File: src/irq_regs_pkg.sv
// constants shared by the interrupt status and enable block
package irq_regs_pkg;
  localparam int DATA_W = 32;
  localparam int ADDR_W = 12;
  localparam int IDX_W  = 8;
  localparam int IDX_LSB = 2;

  // register indexes; byte address is four times the index
  localparam logic [IDX_W-1:0] IDX_DECODER_STATUS  = 8'h70;
  localparam logic [IDX_W-1:0] IDX_SUBCODE_TIMER   = 8'h71;
  localparam logic [IDX_W-1:0] IDX_SCSI_EVENT      = 8'h72;
  localparam logic [IDX_W-1:0] IDX_SCAM_EVENT      = 8'h73;
  localparam logic [IDX_W-1:0] IDX_DECODER_ENABLE  = 8'h74;
  localparam logic [IDX_W-1:0] IDX_SUBTIM_ENABLE   = 8'h75;
  localparam logic [IDX_W-1:0] IDX_SCSI_ENABLE     = 8'h76;
  localparam logic [IDX_W-1:0] IDX_SCAM_ENABLE     = 8'h77;
  localparam logic [IDX_W-1:0] IDX_IRQ_SOURCE      = 8'h78;
  localparam logic [IDX_W-1:0] IDX_SCSI_CONFIG     = 8'h80;

  // group widths
  localparam int DEC_W  = 8;
  localparam int SUBT_W = 2;
  localparam int SCSI_W = 8;
  localparam int SCAM_W = 2;

  // implemented bits of the decoder and subcode/timer groups
  localparam logic [DEC_W-1:0]  DEC_MASK  = 8'hfb;
  localparam logic [SUBT_W-1:0] SUBT_MASK = 2'h3;

  // scsi event bit positions
  localparam int BIT_COMMAND_DONE     = 7;
  localparam int BIT_COMMAND_REJECTED = 6;
  localparam int BIT_BUS_RESET_SEEN   = 5;
  localparam int BIT_ATTENTION_EVENT  = 4;
  localparam int BIT_BUS_PARITY_ERROR = 3;
  localparam int BIT_SEL_ATTENTION    = 2;
  localparam int BIT_SEL_NO_ATTENTION = 1;
  localparam int BIT_RESELECT_FAILED  = 0;
  // scam event bit positions
  localparam int BIT_SCAM_INIT_FAILED = 1;
  localparam int BIT_SCAM_SELECTED    = 0;

  // source register bit positions
  localparam int BIT_SRC_SCSI = 2;
  localparam int BIT_SRC_SUBT = 1;
  localparam int BIT_SRC_DEC  = 0;

  // configuration register fields
  localparam int BIT_PARITY_ENABLE = 0;
  localparam int RETRY_LSB         = 4;
  localparam int RETRY_W           = 4;

  // reset values
  localparam logic [7:0] ENABLE_RESET = 8'h00;
  localparam logic [7:0] CONFIG_RESET = 8'h00;

  // axi responses
  localparam logic [1:0] RESP_OKAY   = 2'h0;
  localparam logic [1:0] RESP_SLVERR = 2'h2;
endpackage : irq_regs_pkg

File: src/host_interrupt_status_enable.sv
// interrupt status, clear and enable registers on an axi4-lite slave
module host_interrupt_status_enable
  import irq_regs_pkg::*;
(
  input  wire logic              aclk,
  input  wire logic              aresetn,
  input  wire logic [ADDR_W-1:0] s_axi_awaddr,
  input  wire logic              s_axi_awvalid,
  output logic                   s_axi_awready,
  input  wire logic [DATA_W-1:0] s_axi_wdata,
  input  wire logic [3:0]        s_axi_wstrb,
  input  wire logic              s_axi_wvalid,
  output logic                   s_axi_wready,
  output logic [1:0]             s_axi_bresp,
  output logic                   s_axi_bvalid,
  input  wire logic              s_axi_bready,
  input  wire logic [ADDR_W-1:0] s_axi_araddr,
  input  wire logic              s_axi_arvalid,
  output logic                   s_axi_arready,
  output logic [DATA_W-1:0]      s_axi_rdata,
  output logic [1:0]             s_axi_rresp,
  output logic                   s_axi_rvalid,
  input  wire logic              s_axi_rready,
  input  wire logic [DEC_W-1:0]  decoder_event_set,
  input  wire logic [SUBT_W-1:0] subcode_timer_set,
  input  wire logic              command_done,
  input  wire logic              command_rejected,
  input  wire logic              bus_reset_line_n,
  input  wire logic              attention_line_n,
  input  wire logic              target_mode,
  input  wire logic              bus_parity_error,
  input  wire logic              selected_with_attention,
  input  wire logic              selected_no_attention,
  input  wire logic              reselect_start,
  input  wire logic              reselect_attempt_failed,
  input  wire logic              scam_init_failed,
  input  wire logic              scam_selected,
  output logic                   parity_check_enable,
  output logic                   irq
);
  logic              aw_held_r;
  logic              w_held_r;
  logic [IDX_W-1:0]  aw_idx_r;
  logic [7:0]        wdata_r;
  logic              wlane_r;
  logic              bvalid_r;
  logic [1:0]        bresp_r;
  logic              rvalid_r;
  logic [1:0]        rresp_r;
  logic [DATA_W-1:0] rdata_r;
  logic              wr_fire;
  logic              wr_hit;
  logic              rd_hit;
  logic [7:0]        rd_value;
  logic [IDX_W-1:0]  ar_idx;

  logic [DEC_W-1:0]  dec_enable_r;
  logic [SUBT_W-1:0] subt_enable_r;
  logic [SCSI_W-1:0] scsi_enable_r;
  logic [SCAM_W-1:0] scam_enable_r;
  logic [7:0]        config_r;

  logic [DEC_W-1:0]  dec_clear;
  logic [SUBT_W-1:0] subt_clear;
  logic [SCSI_W-1:0] scsi_clear;
  logic [SCAM_W-1:0] scam_clear;
  logic [DEC_W-1:0]  dec_status;
  logic [SUBT_W-1:0] subt_status;
  logic [SCSI_W-1:0] scsi_status;
  logic [SCAM_W-1:0] scam_status;
  logic              dec_active;
  logic              subt_active;
  logic              scsi_active;
  logic              scam_active;
  logic [SCSI_W-1:0] scsi_set;
  logic [SCAM_W-1:0] scam_set;

  logic [1:0]        rst_sync_r;
  logic [1:0]        atn_sync_r;
  logic              rst_prev_r;
  logic              atn_prev_r;
  logic              rst_edge;
  logic              atn_edge;
  logic [RETRY_W-1:0] retry_cnt_r;
  logic [RETRY_W-1:0] retry_limit;
  logic              resel_fail_set;

  // write channel: address and data taken in either order
  assign s_axi_awready = !aw_held_r && !bvalid_r;
  assign s_axi_wready  = !w_held_r && !bvalid_r;
  assign wr_fire       = aw_held_r && w_held_r && !bvalid_r;

  always_ff @(posedge aclk)
  begin
    if (!aresetn)
    begin
      aw_held_r <= 1'b0;
      aw_idx_r  <= '0;
    end
    else if (s_axi_awvalid && s_axi_awready)
    begin
      aw_held_r <= 1'b1;
      aw_idx_r  <= s_axi_awaddr[IDX_LSB +: IDX_W];
    end
    else if (wr_fire)
      aw_held_r <= 1'b0;
  end

  always_ff @(posedge aclk)
  begin
    if (!aresetn)
    begin
      w_held_r <= 1'b0;
      wdata_r  <= '0;
      wlane_r  <= 1'b0;
    end
    else if (s_axi_wvalid && s_axi_wready)
    begin
      w_held_r <= 1'b1;
      wdata_r  <= s_axi_wdata[7:0];
      wlane_r  <= s_axi_wstrb[0];
    end
    else if (wr_fire)
      w_held_r <= 1'b0;
  end

  always_comb
  begin
    if (aw_idx_r == IDX_DECODER_STATUS || aw_idx_r == IDX_SUBCODE_TIMER)
      wr_hit = 1'b1;
    else if (aw_idx_r == IDX_SCSI_EVENT || aw_idx_r == IDX_SCAM_EVENT)
      wr_hit = 1'b1;
    else if (aw_idx_r == IDX_DECODER_ENABLE || aw_idx_r == IDX_SUBTIM_ENABLE)
      wr_hit = 1'b1;
    else if (aw_idx_r == IDX_SCSI_ENABLE || aw_idx_r == IDX_SCAM_ENABLE)
      wr_hit = 1'b1;
    else if (aw_idx_r == IDX_SCSI_CONFIG)
      wr_hit = 1'b1;
    else
      wr_hit = 1'b0;
  end

  always_ff @(posedge aclk)
  begin
    if (!aresetn)
    begin
      bvalid_r <= 1'b0;
      bresp_r  <= RESP_OKAY;
    end
    else if (wr_fire)
    begin
      bvalid_r <= 1'b1;
      bresp_r  <= wr_hit ? RESP_OKAY : RESP_SLVERR;
    end
    else if (s_axi_bready)
      bvalid_r <= 1'b0;
  end

  assign s_axi_bvalid = bvalid_r;
  assign s_axi_bresp  = bresp_r;

  // clear strobes live for the single commit cycle only
  always_comb
  begin
    dec_clear  = '0;
    subt_clear = '0;
    scsi_clear = '0;
    scam_clear = '0;
    if (wr_fire && wlane_r)
    begin
      if (aw_idx_r == IDX_DECODER_STATUS)
        dec_clear = wdata_r & DEC_MASK;
      else if (aw_idx_r == IDX_SUBCODE_TIMER)
        subt_clear = wdata_r[SUBT_W-1:0];
      else if (aw_idx_r == IDX_SCSI_EVENT)
        scsi_clear = wdata_r;
      else if (aw_idx_r == IDX_SCAM_EVENT)
        scam_clear = wdata_r[SCAM_W-1:0];
    end
  end

  always_ff @(posedge aclk)
  begin
    if (!aresetn)
    begin
      dec_enable_r  <= ENABLE_RESET[DEC_W-1:0];
      subt_enable_r <= ENABLE_RESET[SUBT_W-1:0];
      scsi_enable_r <= ENABLE_RESET[SCSI_W-1:0];
      scam_enable_r <= ENABLE_RESET[SCAM_W-1:0];
      config_r      <= CONFIG_RESET;
    end
    else if (wr_fire && wlane_r)
    begin
      if (aw_idx_r == IDX_DECODER_ENABLE)
        dec_enable_r <= wdata_r & DEC_MASK;
      else if (aw_idx_r == IDX_SUBTIM_ENABLE)
        subt_enable_r <= wdata_r[SUBT_W-1:0] & SUBT_MASK;
      else if (aw_idx_r == IDX_SCSI_ENABLE)
        scsi_enable_r <= wdata_r;
      else if (aw_idx_r == IDX_SCAM_ENABLE)
        scam_enable_r <= wdata_r[SCAM_W-1:0];
      else if (aw_idx_r == IDX_SCSI_CONFIG)
        config_r <= wdata_r;
    end
  end

  assign parity_check_enable = config_r[BIT_PARITY_ENABLE];
  assign retry_limit         = config_r[RETRY_LSB +: RETRY_W];

  // read channel: one register stage, answer after one edge
  assign s_axi_arready = !rvalid_r;
  assign ar_idx        = s_axi_araddr[IDX_LSB +: IDX_W];

  always_comb
  begin
    rd_hit   = 1'b1;
    rd_value = '0;
    if (ar_idx == IDX_DECODER_STATUS)
      rd_value = dec_status & DEC_MASK;
    else if (ar_idx == IDX_SUBCODE_TIMER)
      rd_value = {6'h00, subt_status};
    else if (ar_idx == IDX_SCSI_EVENT)
      rd_value = scsi_status;
    else if (ar_idx == IDX_SCAM_EVENT)
      rd_value = {6'h00, scam_status};
    else if (ar_idx == IDX_DECODER_ENABLE)
      rd_value = dec_enable_r;
    else if (ar_idx == IDX_SUBTIM_ENABLE)
      rd_value = {6'h00, subt_enable_r};
    else if (ar_idx == IDX_SCSI_ENABLE)
      rd_value = scsi_enable_r;
    else if (ar_idx == IDX_SCAM_ENABLE)
      rd_value = {6'h00, scam_enable_r};
    else if (ar_idx == IDX_IRQ_SOURCE)
      rd_value = {5'h00, scsi_active | scam_active, subt_active,
                  dec_active};
    else if (ar_idx == IDX_SCSI_CONFIG)
      rd_value = config_r;
    else
      rd_hit = 1'b0;
  end

  always_ff @(posedge aclk)
  begin
    if (!aresetn)
    begin
      rvalid_r <= 1'b0;
      rresp_r  <= RESP_OKAY;
      rdata_r  <= '0;
    end
    else if (s_axi_arvalid && s_axi_arready)
    begin
      rvalid_r <= 1'b1;
      rresp_r  <= rd_hit ? RESP_OKAY : RESP_SLVERR;
      rdata_r  <= {24'h000000, rd_value};
    end
    else if (s_axi_rready)
      rvalid_r <= 1'b0;
  end

  assign s_axi_rvalid = rvalid_r;
  assign s_axi_rresp  = rresp_r;
  assign s_axi_rdata  = rdata_r;

  // bus pins are asynchronous: two flops, then edge detect on the second
  always_ff @(posedge aclk)
  begin
    if (!aresetn)
    begin
      rst_sync_r <= 2'h3;
      atn_sync_r <= 2'h3;
      rst_prev_r <= 1'b1;
      atn_prev_r <= 1'b1;
    end
    else
    begin
      rst_sync_r <= {rst_sync_r[0], bus_reset_line_n};
      atn_sync_r <= {atn_sync_r[0], attention_line_n};
      rst_prev_r <= rst_sync_r[1];
      atn_prev_r <= atn_sync_r[1];
    end
  end

  assign rst_edge = rst_prev_r && !rst_sync_r[1];
  assign atn_edge = atn_prev_r && !atn_sync_r[1] && target_mode;

  // retry counter; a limit of zero behaves as one
  always_ff @(posedge aclk)
  begin
    if (!aresetn)
      retry_cnt_r <= '0;
    else if (reselect_start || resel_fail_set)
      retry_cnt_r <= '0;
    else if (reselect_attempt_failed)
      retry_cnt_r <= retry_cnt_r + 4'h1;
  end

  assign resel_fail_set = reselect_attempt_failed && !reselect_start &&
                          (retry_cnt_r + 4'h1 >= retry_limit);

  always_comb
  begin
    scsi_set = '0;
    scsi_set[BIT_COMMAND_DONE]     = command_done;
    scsi_set[BIT_COMMAND_REJECTED] = command_rejected;
    scsi_set[BIT_BUS_RESET_SEEN]   = rst_edge;
    scsi_set[BIT_ATTENTION_EVENT]  = atn_edge;
    scsi_set[BIT_BUS_PARITY_ERROR] = bus_parity_error &&
                                     parity_check_enable;
    scsi_set[BIT_SEL_ATTENTION]    = selected_with_attention;
    scsi_set[BIT_SEL_NO_ATTENTION] = selected_no_attention;
    scsi_set[BIT_RESELECT_FAILED]  = resel_fail_set;
    scam_set = '0;
    scam_set[BIT_SCAM_INIT_FAILED] = scam_init_failed;
    scam_set[BIT_SCAM_SELECTED]    = scam_selected;
  end

  irq_flag_group #(.W(DEC_W)) u_dec_group (
    .aclk      (aclk),
    .aresetn   (aresetn),
    .set_in    (decoder_event_set & DEC_MASK),
    .clear_in  (dec_clear),
    .enable_in (dec_enable_r),
    .status    (dec_status),
    .active    (dec_active)
  );

  irq_flag_group #(.W(SUBT_W)) u_subt_group (
    .aclk      (aclk),
    .aresetn   (aresetn),
    .set_in    (subcode_timer_set),
    .clear_in  (subt_clear),
    .enable_in (subt_enable_r),
    .status    (subt_status),
    .active    (subt_active)
  );

  // flags set with no reference to enables
  irq_flag_group #(.W(SCSI_W)) u_scsi_group (
    .aclk      (aclk),
    .aresetn   (aresetn),
    .set_in    (scsi_set),
    .clear_in  (scsi_clear),
    .enable_in (scsi_enable_r),
    .status    (scsi_status),
    .active    (scsi_active)
  );

  irq_flag_group #(.W(SCAM_W)) u_scam_group (
    .aclk      (aclk),
    .aresetn   (aresetn),
    .set_in    (scam_set),
    .clear_in  (scam_clear),
    .enable_in (scam_enable_r),
    .status    (scam_status),
    .active    (scam_active)
  );

  assign irq = dec_active | subt_active | scsi_active | scam_active;

  a_irq_or_all: assert property (@(posedge aclk) disable iff (!aresetn)
    irq == (|(dec_status & dec_enable_r) || |(subt_status & subt_enable_r)
            || |(scsi_status & scsi_enable_r)
            || |(scam_status & scam_enable_r)))
    else $error("interrupt pin disagrees with flags");

  a_src_scsi_bit: assert property (@(posedge aclk) disable iff (!aresetn)
    (s_axi_arvalid && s_axi_arready && ar_idx == IDX_IRQ_SOURCE)
    |=> (s_axi_rdata[BIT_SRC_SCSI] == $past(scsi_active || scam_active))
        && (s_axi_rdata[BIT_SRC_DEC] == $past(dec_active)))
    else $error("source register wrong");

  a_clear_one_cycle: assert property (@(posedge aclk) disable iff (!aresetn)
    (scsi_clear != '0) |=> (scsi_clear == '0))
    else $error("clear strobe held");

  a_rst_sets_flag: assert property (@(posedge aclk) disable iff (!aresetn)
    $fell(rst_sync_r[1]) ##1 1'b1 |=> scsi_status[BIT_BUS_RESET_SEEN])
    else $error("bus reset not flagged");

  a_parity_gated: assert property (@(posedge aclk) disable iff (!aresetn)
    (bus_parity_error && !parity_check_enable) |->
      !scsi_set[BIT_BUS_PARITY_ERROR])
    else $error("parity flag set while checking off");

  a_resel_limit: assert property (@(posedge aclk) disable iff (!aresetn)
    (reselect_attempt_failed && !reselect_start && retry_limit > 4'h1
     && retry_cnt_r == 4'h0) |=> !scsi_status[BIT_RESELECT_FAILED]
       || $past(scsi_status[BIT_RESELECT_FAILED]))
    else $error("reselect failure flagged too early");

  a_write_answer: assert property (@(posedge aclk) disable iff (!aresetn)
    wr_fire |=> s_axi_bvalid)
    else $error("write response missing");
endmodule : host_interrupt_status_enable

File: src/irq_flag_group.sv
// one group of sticky event flags with write-one clear and enable gating
module irq_flag_group
  import irq_regs_pkg::*;
#(
  parameter int W = 8
)(
  input  wire logic         aclk,
  input  wire logic         aresetn,
  input  wire logic [W-1:0] set_in,
  input  wire logic [W-1:0] clear_in,
  input  wire logic [W-1:0] enable_in,
  output logic      [W-1:0] status,
  output logic              active
);
  logic [W-1:0] status_r;

  // set is or-ed after the clear so a coincident event survives
  always_ff @(posedge aclk)
  begin
    if (!aresetn)
      status_r <= '0;
    else
      status_r <= (status_r & ~clear_in) | set_in;
  end

  assign status = status_r;
  // enables only gate active (the pin and the source register), never the flags
  assign active = |(status_r & enable_in);

  a_set_wins: assert property (@(posedge aclk) disable iff (!aresetn)
    (set_in != '0) |=> ((status_r & $past(set_in)) == $past(set_in)))
    else $error("event flag lost");

  a_clear_only: assert property (@(posedge aclk) disable iff (!aresetn)
    (set_in == '0) |=> (status_r == ($past(status_r) & ~$past(clear_in))))
    else $error("flag changed without event or clear");
endmodule : irq_flag_group

File: config.mk
export PLATFORM = sky130hd
export DESIGN_NAME = host_interrupt_status_enable
export DESIGN_NICKNAME = d
export VERILOG_FILES = /design/src/irq_regs_pkg.sv /design/src/host_interrupt_status_enable.sv /design/src/irq_flag_group.sv
export SDC_FILE = /design/constraint.sdc
export NUM_CORES = 1
export LEC_CHECK = 0
export ABC_AREA = 1
export BUFFER_PORTS_ARGS = -buffer_cell sky130_fd_sc_hd__buf_2
export CORE_MARGIN = 8
export CORE_UTILIZATION = 55
export DETAILED_ROUTE_END_ITERATION = 8
export PLACE_DENSITY = 0.91
export SYNTH_ARGS = -nofsm -noshare
export SYNTH_HDL_FRONTEND = slang
export SYNTH_SLANG_ARGS = --single-unit
File: constraint.sdc
create_clock -name aclk -period 2.6 [get_ports aclk]
set_input_delay 0.26 -clock aclk [delete_from_list [all_inputs] [get_ports aclk]]
set_output_delay 0.26 -clock aclk [all_outputs]
set_load 0.01 [all_outputs]
==> summary.txt <==
status - finished, final reports clean
first-pass GRT wire length - 17700 microns
Clock Latency Late Sink - 0.36 ns
CTS resizes - 0
post-DR vias/cell - 5.32
total area of sequential cells - 1740 sq um
RePlAce Congestion - 0.933
antenna violations before repair - 0
ys async rst share - 0
GR Util All Layers - 0.210
cts bufs inserted - 9
Max Cap Viol - 0
post-route DRC violation count - 0
starting density of the core - 0.571
total leakage power - 2.11 nW
final slew viol count - 0
number of flops mapped to enable cells by yosys - 0
Register-to-Register Path Depth - 9
Mapped Cells - 558
Yosys cell types - 40
DRT antenna net count - 0
Final Hold Fails - 0
synthesized area - 4140 sq um
multi-input logic area - 1940 sq um
fill cell count - 645
CP endpoint kind - primary output
CP required - 2.34 ns
vias - 3875
post-synthesis sequential area ratio - 0.421
CP max-delay cell - dfxtp_1
Die W - 103 microns
commonest cells after routing, fill and taps aside - dfxtp_1, nand2_1, inv_1, o21ai_0, buf_2
Core ar. - 7250 sq um
Synth Warn # - 0
Final setup viols - 0
Worst Setup SP - u_scsi_group.status[3]$_SDFF_PN0_
final net count - 719
drt wl/cell - 14.5 microns
dpl ws - 0.812 ns
fin crit share - 0.769
r2r setup slk - 0.78 ns
P_int - 0.00203 W
capture point of the worst reg-to-reg path - retry_cnt_r[1]$_SDFFE_PP0P_
Critical Path Max Stage Delay - 0.34 ns
Seq cells post-synth - 87
gr busiest metal - met2
Port-buffer cells - 69
die area - 10600 sq um
combinational share of power - 0.101
Boundary Pins - 132
Layout Skew - 0.00862 ns
n_diodes - 0
Die H - 103 microns
switching share of power - 0.263
Clock Sinks - 87
Worst Path Class, Setup - flop to primary output
met3 global-route usage - 0.0486
met1 usage - 0.245
post-route setup slack - 0.600 ns
Reg clk slew, reported paths - 0.08 ns
Finished Layout Cells - 729
Post-CTS Setup Repair Bufs - 0
met2 GRT Util - 0.365
drt pass-1 iters - 5
vias in the first global route - 3908
largest net degree at the start of global routing - 49
setup tns final - 0 ns
dpl cells - 713
hold slack - 0.0855 ns
critical-path cell list - nand2_1 -> o21ai_0 -> a211oi_1 -> nand3_1 -> or3_1 -> buf_2
CTS Buffer Depth - 2
Root Driver - clkbuf_8
hold-fix buffers at CTS - 0
Max Fanout on Critical Path - 3
peak supply drop - 0.356 mV
Util after Layout - 0.644
hold crit path type - primary input to flop
Post-Route WL - 10600 microns
worst slew pin tran - 0.568 ns
Worst Setup EP - irq
share of cells above drive strength 1 - 0.183
Seq pwr share - 0.524
Critical Path Start Type - flop
gr ovfl total - 0
most common cell after layout, fill and taps aside - dfxtp_1
initial drt markers - 289
Tmin final - 2.00 ns
clock network fraction of design power - 0.375
syn avg cell area - 7.42 sq um
ys flop type - dfxtp_1
reg-to-reg startpoint - retry_cnt_r[0]$_SDFFE_PP0P_
critical path arrival - 1.74 ns
FP Rows - 31
CTS tree - done
H-tree levels - 3
DP Wirelength - 8360 microns
RSZ-0062 raised after global routing - false
pwr/cell area - 591 nW/um^2
P_sw - 0.000725 W
Slew headroom - 0.619
area grow syn2layout - 12.8%
fmax - 500 MHz
[layout make-up]
class                   count  share of cell area
inverters                  74              0.0595
clock buffers               9              0.0265
well taps                  99              0.0265
clock inverters             7              0.0204
repair buffers             72              0.0788
multi-input cells         381               0.415
flip-flops and latches     87               0.373
[worst max-delay path, delay by kind of cell (launching register included)]
kind / cells / cell delay, ns
buffers and inverters: 1 / 0.15
AND/OR/NAND/NOR: 3 / 0.58
AO/OA/AOI/OAI: 2 / 0.32
flip-flops: 1 / 0.34
[cells in the mapped netlist (all sizes together) (2+ instances only)]
library cell | count | share of area
o22ai | 3 | 0.0045
ha | 5 | 0.015
a41oi | 5 | 0.011
buf | 30 | 0.056
nor4 | 2 | 0.0060
a22o | 2 | 0.0042
inv | 73 | 0.066
dfxtp | 87 | 0.42
xnor2 | 2 | 0.0042
nor2 | 61 | 0.065
clkbuf | 11 | 0.010
or2 | 6 | 0.0091
nand3 | 16 | 0.019
o211ai | 2 | 0.0036
a21oi | 61 | 0.074
nand2 | 88 | 0.083
a211oi | 9 | 0.016
o21ai | 70 | 0.085
nor3 | 6 | 0.013
nand4 | 9 | 0.017
[how the worst min path moves through the flow]
stage,from,to,slack (ns),cells past startpoint
6_report,bus_reset_line_n,rst_sync_r[0]$_SDFF_PN1_,0.09,2
5_1_grt,bus_reset_line_n,rst_sync_r[0]$_SDFF_PN1_,0.08,2
4_1_cts,bus_reset_line_n,rst_sync_r[0]$_SDFF_PN1_,0.08,2
3_5_place_dp,atn_sync_r[0]$_SDFF_PN1_,atn_sync_r[1]$_SDFF_PN1_,0.40,1
3_3_place_gp,rst_sync_r[0]$_SDFF_PN1_,rst_sync_r[1]$_SDFF_PN1_,0.39,1
2_1_floorplan,attention_line_n,atn_sync_r[0]$_SDFF_PN1_,0.37,1
[sequential cells by signal, summed over array words and instances (netlist names), 2 cells and up]
signal / cells
rst_sync_r: 2
s_axi_rdata: 8
u_subt_group.status: 2
aw_idx_r: 8
config_r: 8
atn_sync_r: 2
subt_enable_r: 2
u_scsi_group.status: 8
dec_enable_r: 7
u_scam_group.status: 2
u_dec_group.status: 7
wdata_r: 8
scam_enable_r: 2
scsi_enable_r: 8
retry_cnt_r: 4
[power by group through the flow]
stage / Combinational (W) / Clock (W) / Sequential [W]
after floorplan: 0.000211 / 0 / 0.00146
after global placement: 0.000265 / 0 / 0.00147
after detailed placement: 0.000276 / 0 / 0.00148
after CTS: 0.000277 / 0.00104 / 0.00144
after global routing: 0.000320 / 0.00109 / 0.00145
final: 0.000278 / 0.00103 / 0.00145
[stage by stage]
stage               area, sq um  power (W)
CTS                        4670    0.00276
finish                     4670    0.00276
global route               4670    0.00286
global placement           4450    0.00174
floorplan                  4230    0.00167
detailed placement         4450    0.00175
[metal layers]
metal  routed length [microns]  vias up  part of all wire
met1                      4380     1740              0.41
met4                       209        0             0.020
li1                          -     1932                 -
met2                      4940      178              0.47
met5                         0        -                 0
met3                      1060       25              0.10
[logic make-up (layout without fill, tap and decap cells)]
kind of cell,after synthesis,after routing,share of synthesized area
AOI/OAI and AO/OA,156,156,0.206
xor gates and xnor gates,3,3,0.00635
adders and majority gates,5,5,0.0151
buffers and inverters,115,162,0.133
DFF,87,87,0.421
other,1,26,0.000906
and+or+nand+nor,191,191,0.218
Note: power is estimated with default switching activity, not from simulation.
